===== config.mk =====
export PLATFORM = sky130hd
export DESIGN_NAME = ccu_unit
export DESIGN_NICKNAME = d
export VERILOG_FILES = /design/src/ccu_pkg.sv /design/src/ccu_unit.sv
export VERILOG_INCLUDE_DIRS = /design/src
export SDC_FILE = /design/constraint.sdc
export NUM_CORES = 1
export LEC_CHECK = 0
export ABC_AREA = 1
export BUFFER_PORTS_ARGS = -buffer_cell sky130_fd_sc_hd__buf_2
export CAP_MARGIN = 40
export CORE_ASPECT_RATIO = 0.7
export CORE_UTILIZATION = 25
export DETAILED_ROUTE_END_ITERATION = 8
export SKIP_LAST_GASP = 1
export SLEW_MARGIN = 10
export SYNTH_ARGS = -nofsm -noshare
export SYNTH_HDL_FRONTEND = slang
export SYNTH_SLANG_ARGS = --single-unit

===== constraint.sdc =====
create_clock -name hclk -period 6.2 [get_ports hclk]
set_clock_uncertainty 0.1 [all_clocks]
set_input_delay 1.86 -clock hclk [delete_from_list [all_inputs] [get_ports hclk]]
set_output_delay 1.86 -clock hclk [all_outputs]
set_load 0.01 [all_outputs]

===== src/ccu_consts.svh =====
// Register offsets, field positions and codes of the capture/compare unit
`ifndef CCU_CONSTS_SVH
`define CCU_CONSTS_SVH

`define CCU_ADDR_W        8
`define CCU_OFF_CTRL      8'h00
`define CCU_OFF_VALUE     8'h04
`define CCU_OFF_PERIOD    8'h08
`define CCU_OFF_VECTOR    8'h0c
`define CCU_OFF_PFLAG     8'h10

`define CCU_B_FLAG        0
`define CCU_B_OVF         1
`define CCU_B_OUT         2
`define CCU_B_CCI         3
`define CCU_B_IE          4
`define CCU_B_MODE_LO     5
`define CCU_B_MODE_HI     7
`define CCU_B_CAP         8
`define CCU_B_ZERO        9
`define CCU_B_SCCI        10
`define CCU_B_SCS         11
`define CCU_B_SRC_LO      12
`define CCU_B_SRC_HI      13
`define CCU_B_EDGE_LO     14
`define CCU_B_EDGE_HI     15

`define CCU_CTRL_RESET    16'h0000
`define CCU_VALUE_RESET   16'h0000
`define CCU_PERIOD_RESET  16'h0000

`define CCU_VEC_NONE      4'h0
`define CCU_VEC_CH1       4'h2
`define CCU_VEC_CH2       4'h4
`define CCU_VEC_CH3       4'h6
`define CCU_VEC_CH4       4'h8
`define CCU_VEC_OVF       4'ha

`define CCU_HTRANS_NONSEQ 2'b10

`endif


===== src/ccu_pkg.sv =====
// Types shared by the capture/compare unit
package ccu_pkg;
    typedef logic [15:0] ccu_count_t;
    typedef enum logic [2:0] {
        CCU_OUT_BIT,
        CCU_OUT_SET,
        CCU_OUT_TOG_RST,
        CCU_OUT_SET_RST,
        CCU_OUT_TOG,
        CCU_OUT_RST,
        CCU_OUT_TOG_SET,
        CCU_OUT_RST_SET
    } ccu_out_mode_e;
    typedef enum logic [1:0] {
        CCU_EDGE_OFF,
        CCU_EDGE_RISE,
        CCU_EDGE_FALL,
        CCU_EDGE_BOTH
    } ccu_edge_e;
    typedef enum logic [1:0] {
        CCU_SRC_A,
        CCU_SRC_B,
        CCU_SRC_GND,
        CCU_SRC_VCC
    } ccu_src_e;
endpackage


===== src/ccu_unit.sv =====
// Capture/compare channel with channel-0 flag and shared vector
//
// Behaviour
// RULE1: Mode 0 output follows control output bit
// RULE2: Modes 1,4,5: own equal sets, toggles, resets
// RULE3: Modes 2,6: toggle; channel 0 resets/sets
// RULE4: Mode 3 set/reset; mode 7 reset/set
// RULE5: Non-zero modes update on timer clock edge
// RULE6: Bit 8 selects compare or capture
// RULE7: Bit 9 reads zero always
// RULE8: Bit 10 latches input on equal event
// RULE9: Bit 11 selects synchronised capture input
// RULE10: Bits 12-13 pick A, B, ground, high
// RULE11: Bits 14-15 pick capture edge
// RULE12: Software avoids capture while switching to capture
// RULE13: Channel-0 flag sets on count equal compare
// RULE14: Channel 0 has own highest-priority vector
// RULE15: Two vectors: channel 0 and shared
// RULE16: Bits 5-7 select output mode
// RULE17: Channel-0 flag clears when request serviced
// RULE18: Shared vector gives even code of highest
// RULE19: Vector access clears only highest flag
// RULE20: Capture copies count and sets flag
// RULE21: Software capture by toggling ground/high source
//
// The placing of the registers and the AHB-Lite slave port were left to the implementer.
`timescale 1ns/1ns
`include "ccu_consts.svh"

module ccu_unit (
    input  wire logic               hclk,
    input  wire logic               hresetn,
    input  wire logic               hsel,
    input  wire logic [31:0]        haddr,
    input  wire logic [1:0]         htrans,
    input  wire logic               hwrite,
    input  wire logic [2:0]         hsize,
    input  wire logic [31:0]        hwdata,
    input  wire logic               hready,
    output logic                    hreadyout,
    output logic                    hresp,
    output logic [31:0]             hrdata,
    input  wire ccu_pkg::ccu_count_t timer_count,
    input  wire logic               timer_tick,
    input  wire logic               capture_input_a,
    input  wire logic               capture_input_b,
    input  wire logic [2:0]         other_channel_set,
    input  wire logic               timer_overflow_set,
    input  wire logic               period_irq_ack,
    output logic                    channel_output,
    output logic                    period_irq,
    output logic                    shared_irq
);
    import ccu_pkg::*;

    // Reset image of the control word; a literal cannot be bit-selected
    localparam logic [15:0] CTRL_RST = `CCU_CTRL_RESET;

    // Bus address phase capture
    logic                   dp_valid_reg;
    logic                   dp_write_reg;
    logic [`CCU_ADDR_W-1:0] dp_addr_reg;
    wire                    ap_take;
    assign ap_take = hsel & hready & (htrans == `CCU_HTRANS_NONSEQ);

    always_ff @(posedge hclk or negedge hresetn) begin
        if (!hresetn) begin
            dp_valid_reg <= 1'b0;
            dp_write_reg <= 1'b0;
            dp_addr_reg  <= '0;
        end else begin
            dp_valid_reg <= ap_take;
            dp_write_reg <= hwrite;
            dp_addr_reg  <= haddr[`CCU_ADDR_W-1:0];
        end
    end

    // Zero wait states; every access answers OKAY
    assign hreadyout = 1'b1;
    assign hresp     = 1'b0;

    wire sel_ctrl;
    wire sel_value;
    wire sel_period;
    wire sel_vector;
    wire sel_pflag;
    assign sel_ctrl   = dp_valid_reg & (dp_addr_reg == `CCU_OFF_CTRL);
    assign sel_value  = dp_valid_reg & (dp_addr_reg == `CCU_OFF_VALUE);
    assign sel_period = dp_valid_reg & (dp_addr_reg == `CCU_OFF_PERIOD);
    assign sel_vector = dp_valid_reg & (dp_addr_reg == `CCU_OFF_VECTOR);
    assign sel_pflag  = dp_valid_reg & (dp_addr_reg == `CCU_OFF_PFLAG);

    wire wr_ctrl;
    wire wr_value;
    wire wr_period;
    wire wr_pflag;
    assign wr_ctrl   = sel_ctrl & dp_write_reg;
    assign wr_value  = sel_value & dp_write_reg;
    assign wr_period = sel_period & dp_write_reg;
    assign wr_pflag  = sel_pflag & dp_write_reg;

    // Control fields
    logic            flag_reg;
    logic            ovf_reg;
    logic            out_bit_reg;
    logic            ie_reg;
    ccu_out_mode_e   mode_reg;
    logic            cap_reg;
    logic            scci_reg;
    logic            scs_reg;
    ccu_src_e        src_reg;
    ccu_edge_e       edge_reg;
    logic [15:0]     value_reg;
    logic [15:0]     period_reg;
    logic            pflag_reg;
    logic [2:0]      other_flag_reg;
    logic            tovf_flag_reg;
    logic            out_reg;

    always_ff @(posedge hclk or negedge hresetn) begin
        if (!hresetn) begin
            out_bit_reg <= CTRL_RST[`CCU_B_OUT];
            ie_reg      <= CTRL_RST[`CCU_B_IE];
            mode_reg    <= CCU_OUT_BIT;
            cap_reg     <= CTRL_RST[`CCU_B_CAP];
            scs_reg     <= CTRL_RST[`CCU_B_SCS];
            src_reg     <= CCU_SRC_A;
            edge_reg    <= CCU_EDGE_OFF;
            period_reg  <= `CCU_PERIOD_RESET;
        end else if (wr_ctrl) begin
            out_bit_reg <= hwdata[`CCU_B_OUT];
            ie_reg      <= hwdata[`CCU_B_IE];
            mode_reg    <= ccu_out_mode_e'(
                hwdata[`CCU_B_MODE_HI:`CCU_B_MODE_LO]); // RULE16
            cap_reg     <= hwdata[`CCU_B_CAP]; // RULE6
            scs_reg     <= hwdata[`CCU_B_SCS]; // RULE9
            src_reg     <= ccu_src_e'(
                hwdata[`CCU_B_SRC_HI:`CCU_B_SRC_LO]); // RULE10
            edge_reg    <= ccu_edge_e'(
                hwdata[`CCU_B_EDGE_HI:`CCU_B_EDGE_LO]); // RULE11
        end else if (wr_period) begin
            period_reg  <= hwdata[15:0];
        end
    end

    // Capture source, ground and high included for software capture
    logic cci;
    always_comb begin
        case (src_reg)
            CCU_SRC_A:   cci = capture_input_a; // RULE10
            CCU_SRC_B:   cci = capture_input_b;
            CCU_SRC_GND: cci = 1'b0;
            default:     cci = 1'b1; // RULE21
        endcase
    end

    // Two-stage synchroniser; first stage feeds only the second
    logic sync1_reg;
    logic sync2_reg;
    logic cap_prev_reg;
    wire  cap_src;
    always_ff @(posedge hclk or negedge hresetn) begin
        if (!hresetn) begin
            sync1_reg    <= 1'b0;
            sync2_reg    <= 1'b0;
            cap_prev_reg <= 1'b0;
        end else begin
            sync1_reg    <= cci;
            sync2_reg    <= sync1_reg;
            cap_prev_reg <= cap_src;
        end
    end

    assign cap_src = scs_reg ? sync2_reg : cci; // RULE9

    wire rise;
    wire fall;
    wire cap_event;
    assign rise = cap_src & ~cap_prev_reg;
    assign fall = ~cap_src & cap_prev_reg;
    assign cap_event = cap_reg & (
        ((edge_reg == CCU_EDGE_RISE) & rise) |
        ((edge_reg == CCU_EDGE_FALL) & fall) |
        ((edge_reg == CCU_EDGE_BOTH) & (rise | fall))); // RULE11

    // Equal events qualified by the timer clock enable
    wire chan_equal;
    wire period_equal;
    assign chan_equal = timer_tick & ~cap_reg &
                        (timer_count == value_reg);
    assign period_equal = timer_tick & (timer_count == period_reg);

    // Capture wins over a software write in the same cycle
    always_ff @(posedge hclk or negedge hresetn) begin
        if (!hresetn) begin
            value_reg <= `CCU_VALUE_RESET;
        end else if (cap_event) begin
            value_reg <= timer_count; // RULE20
        end else if (wr_value) begin
            value_reg <= hwdata[15:0];
        end
    end

    // Clocked stand-in for the transparent latch
    always_ff @(posedge hclk or negedge hresetn) begin
        if (!hresetn) begin
            scci_reg <= CTRL_RST[`CCU_B_SCCI];
        end else if (chan_equal) begin
            scci_reg <= cci; // RULE8
        end
    end

    // Shared vector priority
    logic [3:0] vector;
    wire        ch1_pend;
    assign ch1_pend = flag_reg & ie_reg;
    always_comb begin
        if (ch1_pend) begin
            vector = `CCU_VEC_CH1; // RULE18
        end else if (other_flag_reg[0]) begin
            vector = `CCU_VEC_CH2;
        end else if (other_flag_reg[1]) begin
            vector = `CCU_VEC_CH3;
        end else if (other_flag_reg[2]) begin
            vector = `CCU_VEC_CH4;
        end else if (tovf_flag_reg) begin
            vector = `CCU_VEC_OVF;
        end else begin
            vector = `CCU_VEC_NONE;
        end
    end

    // Read or write of the vector clears its top flag only
    wire clr_ch1;
    wire clr_ch2;
    wire clr_ch3;
    wire clr_ch4;
    wire clr_ovf;
    assign clr_ch1 = sel_vector & (vector == `CCU_VEC_CH1); // RULE19
    assign clr_ch2 = sel_vector & (vector == `CCU_VEC_CH2);
    assign clr_ch3 = sel_vector & (vector == `CCU_VEC_CH3);
    assign clr_ch4 = sel_vector & (vector == `CCU_VEC_CH4);
    assign clr_ovf = sel_vector & (vector == `CCU_VEC_OVF);

    wire ch1_set;
    assign ch1_set = chan_equal | cap_event; // RULE20

    // Hardware set wins over every clear
    wire flag_next;
    wire ovf_next;
    assign flag_next = ch1_set |
        (wr_ctrl ? hwdata[`CCU_B_FLAG] : (flag_reg & ~clr_ch1));
    assign ovf_next = (cap_event & flag_reg) |
        (wr_ctrl ? hwdata[`CCU_B_OVF] : ovf_reg);

    wire [2:0] other_next;
    assign other_next = other_channel_set |
        (other_flag_reg & ~{clr_ch4, clr_ch3, clr_ch2});

    wire tovf_next;
    assign tovf_next = timer_overflow_set | (tovf_flag_reg & ~clr_ovf);

    // Service acknowledge or software write clears; equality sets
    wire pflag_next;
    assign pflag_next = period_equal | // RULE13
        (wr_pflag ? hwdata[0] : (pflag_reg & ~period_irq_ack)); // RULE17

    always_ff @(posedge hclk or negedge hresetn) begin
        if (!hresetn) begin
            flag_reg       <= CTRL_RST[`CCU_B_FLAG];
            ovf_reg        <= CTRL_RST[`CCU_B_OVF];
            other_flag_reg <= 3'h0;
            tovf_flag_reg  <= 1'b0;
            pflag_reg      <= 1'b0;
        end else begin
            flag_reg       <= flag_next;
            ovf_reg        <= ovf_next;
            other_flag_reg <= other_next;
            tovf_flag_reg  <= tovf_next;
            pflag_reg      <= pflag_next;
        end
    end

    // Output unit
    logic out_next;
    always_comb begin
        out_next = out_reg;
        case (mode_reg)
            CCU_OUT_SET: begin
                if (chan_equal) out_next = 1'b1; // RULE2
            end
            CCU_OUT_TOG: begin
                if (chan_equal) out_next = ~out_reg; // RULE2
            end
            CCU_OUT_RST: begin
                if (chan_equal) out_next = 1'b0; // RULE2
            end
            CCU_OUT_TOG_RST: begin
                if (chan_equal) out_next = ~out_reg; // RULE3
                else if (period_equal) out_next = 1'b0;
            end
            CCU_OUT_TOG_SET: begin
                if (chan_equal) out_next = ~out_reg; // RULE3
                else if (period_equal) out_next = 1'b1;
            end
            CCU_OUT_SET_RST: begin
                if (chan_equal) out_next = 1'b1; // RULE4
                else if (period_equal) out_next = 1'b0;
            end
            CCU_OUT_RST_SET: begin
                if (chan_equal) out_next = 1'b0; // RULE4
                else if (period_equal) out_next = 1'b1;
            end
            default: begin
                out_next = out_bit_reg;
            end
        endcase
    end

    // Updates only on a timer clock edge
    always_ff @(posedge hclk or negedge hresetn) begin
        if (!hresetn) begin
            out_reg <= 1'b0;
        end else if (timer_tick) begin
            out_reg <= out_next; // RULE5
        end
    end

    // Mode 0 bypasses the timer clock
    assign channel_output = (mode_reg == CCU_OUT_BIT) ?
                            out_bit_reg : out_reg; // RULE1

    // Two separate requests; channel 0 outranks the shared one
    assign period_irq = pflag_reg; // RULE14
    assign shared_irq = (vector != `CCU_VEC_NONE); // RULE15

    // Read mux
    logic [15:0] ctrl_view;
    always_comb begin
        ctrl_view = 16'h0000;
        ctrl_view[`CCU_B_FLAG] = flag_reg;
        ctrl_view[`CCU_B_OVF]  = ovf_reg;
        ctrl_view[`CCU_B_OUT]  = out_bit_reg;
        ctrl_view[`CCU_B_CCI]  = cci;
        ctrl_view[`CCU_B_IE]   = ie_reg;
        ctrl_view[`CCU_B_MODE_HI:`CCU_B_MODE_LO] = mode_reg;
        ctrl_view[`CCU_B_CAP]  = cap_reg;
        ctrl_view[`CCU_B_ZERO] = 1'b0; // RULE7
        ctrl_view[`CCU_B_SCCI] = scci_reg; // RULE8
        ctrl_view[`CCU_B_SCS]  = scs_reg;
        ctrl_view[`CCU_B_SRC_HI:`CCU_B_SRC_LO] = src_reg;
        ctrl_view[`CCU_B_EDGE_HI:`CCU_B_EDGE_LO] = edge_reg;
    end

    wire rd;
    assign rd = dp_valid_reg & ~dp_write_reg;

    always_comb begin
        hrdata = 32'h0000_0000;
        if (rd & sel_ctrl) begin
            hrdata = {16'h0000, ctrl_view};
        end else if (rd & sel_value) begin
            hrdata = {16'h0000, value_reg};
        end else if (rd & sel_period) begin
            hrdata = {16'h0000, period_reg};
        end else if (rd & sel_vector) begin
            hrdata = {28'h000_0000, vector};
        end else if (rd & sel_pflag) begin
            hrdata = {31'h0000_0000, pflag_reg};
        end
    end
endmodule


==> reports/qor.txt <==
status: completed
post-synthesis average cell area: 7.32 um2
H-tree depth: 3
hold crit path type: reg2reg
Buffers on Ports: 73
prevailing post-synth register cell: dfrtp_1
vias in the first global route: 3557
Post-CTS Setup Bufs: 0
Layout fillers: 1726
Req. time, crit path: 4.24 ns
CTS Buf Count: 9
clk sinks: 65
final WL: 12.4 mm
post-CTS sizing: 0
yosys warns: 0
top cells by area, synth: dfrtp_1 40%, nand2_1 15%, inv_1 7.9%, nor2_1 4.5%, buf_4 3.7%
hold_ws: 0.249 ns
worst skew pair latency: 0.33 ns
Critical Path End Type: primary output
RSZ-0062 raised after global routing: false
layout cell share with drive strength beyond 1: 0.188
Seq cells post-synth: 65
routed len/inst: 14.9 um
clock-pin slew on the worst setup and hold paths: 0.05 ns
post-synth cell types: 42
FF-to-FF path depth: 11
cts hold-fix bufs: 0
root buffer cell: clkbuf_16
via count: 3784
fin crit period: 4.51 ns
global route overflow: 0
Routed Antenna Nets: 0
initial antenna violation count: 2
Hold Path Stages: 0
DR iter-0 viols: 329
sequential share of the synthesized area: 0.402
Die Ht: 108 um
Final #Nets: 725
core footprint: 0.0156 mm2
CTS tree: done
CP Launch Type: input pin
total negative slack: 0 ns
maximum VDD drop: 0.000110 V
CP Class: in2out
Die W: 154 um
largest net degree at the start of global routing: 42
Mapped Area: 0.00404 mm2
max cap viols: 0
die area: 0.0167 mm2
DRC viols: 0
Slew Limit Fails: 0
Mapped Cells: 552
Clock Path Buffers: 2
final setup margin: 1.69 ns
# rows: 38
Hold Fails Final Rpt: 0
share of the synthesized area in the top cell type: 0.402
starting density of the core: 0.258
Place WS: 1.67 ns
Layout area overhead: 19.0%
Leak Pwr: 2.62 nW
Final setup viols: 0
WP data arrival: 2.55 ns
vias per cell: 4.55
fmax: 222 MHz
gr usage total: 0.156
asr flop ratio synth: 1.00
Detailed Place HPWL: 9.61 mm
drt first pass iters: 6
global-route wire length before repair: 19.4 mm
Non-Filler Instances: 831
overall power: 0.00121 W
number of synthesized flops with an enable pin: 0
final worst-path cycle share: 0.727
PwrDens: 252 mW/mm2
Worst Max-Slew Pin Slew: 0.839 ns
post-synth top area cell: dfrtp_1
worst-path maximum fanout: 3
placed insts: 814
gp weighted congestion: 0.950
Worst slew margin: 0.438
IO Count: 135
-- power breakdown --
part	switching (W)	internal [W]	total (W)	leakage, nW
combinational	0.000140	0.0000720	0.000212	1.81
clock	0.000184	0.000307	0.000491	0.139
sequential	0.0000337	0.000478	0.000512	0.673
total	0.000358	0.000857	0.00121	2.62
-- path summary, 6_finish.rpt --
path	start	to	slack [ns]
max	capture_input_b	hrdata[3]	1.69
min in group asynchronous	hresetn	src_reg[0]$_DFFE_PN0P_	1.43
max reg2reg	src_reg[1]$_DFFE_PN0P_	value_reg[1]$_DFFE_PN0P_	3.30
min reg2reg	sync1_reg$_DFF_PN0_	sync2_reg$_DFF_PN0_	0.25
max in group asynchronous	hresetn	cap_prev_reg$_DFF_PN0_	3.59
min	sync1_reg$_DFF_PN0_	sync2_reg$_DFF_PN0_	0.25
-- cell usage after synthesis, types with 3 or more instances --
cell and count:
o211ai_1 17, nand4_1 13, o2111ai_1 3, clkbuf_1 6, inv_2 6, nand2_1 160
buf_6 3, o221ai_1 10, inv_1 85, buf_4 20, o21ai_0 26, o21ai_2 11
o21ai_1 18, nand3_1 14, a21oi_1 7, dfrtp_1 65, nand3_2 3, nor2_1 49
-- stage by stage --
step	area (um2)	util
3_3_place_gp	4530	0.290
6_report	4810	0.308
3_5_place_dp	4530	0.290
4_1_cts	4810	0.307
5_1_grt	4810	0.307
2_1_floorplan	4100	-
-- layout by cell type, fill, tap and decap left out, types with 2 or more instances in the layout --
cell type	count
nand2_1	160
inv_1	85
buf_2	73
dfrtp_1	65
nor2_1	49
o21ai_0	26
o21ai_1	18
conb_1	18
o211ai_1	17
nand3_1	14
nand4_1	13
o21ai_2	11
o221ai_1	10
clkbuf_16	9
a21oi_1	7
inv_2	6
nand3_2	3
o2111ai_1	3
clkinv_2	3
buf_4	3
diode_2	2
a21o_1	2
o21bai_1	2
nor3_4	2
a31oi_1	2
nor3_1	2
xor2_1	2
nand3b_1	2
xnor2_1	2
o31ai_1	2
o21a_1	2
ha_1	2
clkbuf_1	2
-- routing by layer --
| metal | routed length [um] | track usage | vias up | share of wire |
|---|---|---|---|---|
| li1 | - | - | 1900 | - |
| met1 | 6370 | 0.227 | 1733 | 0.51 |
| met2 | 4920 | 0.220 | 137 | 0.40 |
| met3 | 924 | 0.0441 | 14 | 0.075 |
| met4 | 167 | 0.0443 | 0 | 0.013 |
| met5 | 0 | 0 | - | 0 |
-- critical path, cell delays in order --
cell and delay, ns:
buf_2 0.11, o21ai_0 0.13, nand2_1 0.11, inv_1 0.08
o2111ai_1 0.11, buf_2 0.16
-- cell families (layout without fill, tap and decap cells) --
logic type	count (synthesis)	count (layout)	synth area share
other cells	2	20	0.00186
xor+xnor	4	4	0.00867
simple gates	253	253	0.270
compound gates	105	105	0.174
fa+ha+maj	2	2	0.00619
flops	65	65	0.402
buf+inv	121	182	0.137
-- final cells by class --
class,instances,area [um2],area share
Clock buffer,11,233,0.0484
Multi-Input combinational cell,382,1920,0.400
Timing Repair Buffer,76,388,0.0806
Sequential cell,65,1630,0.338
Tap cell,200,250,0.0520
Clock inverter,4,45.0,0.00936
Antenna cell,2,5.00,0.00104
Inverter,91,342,0.0710
Note: power is estimated with default switching activity, not from simulation.
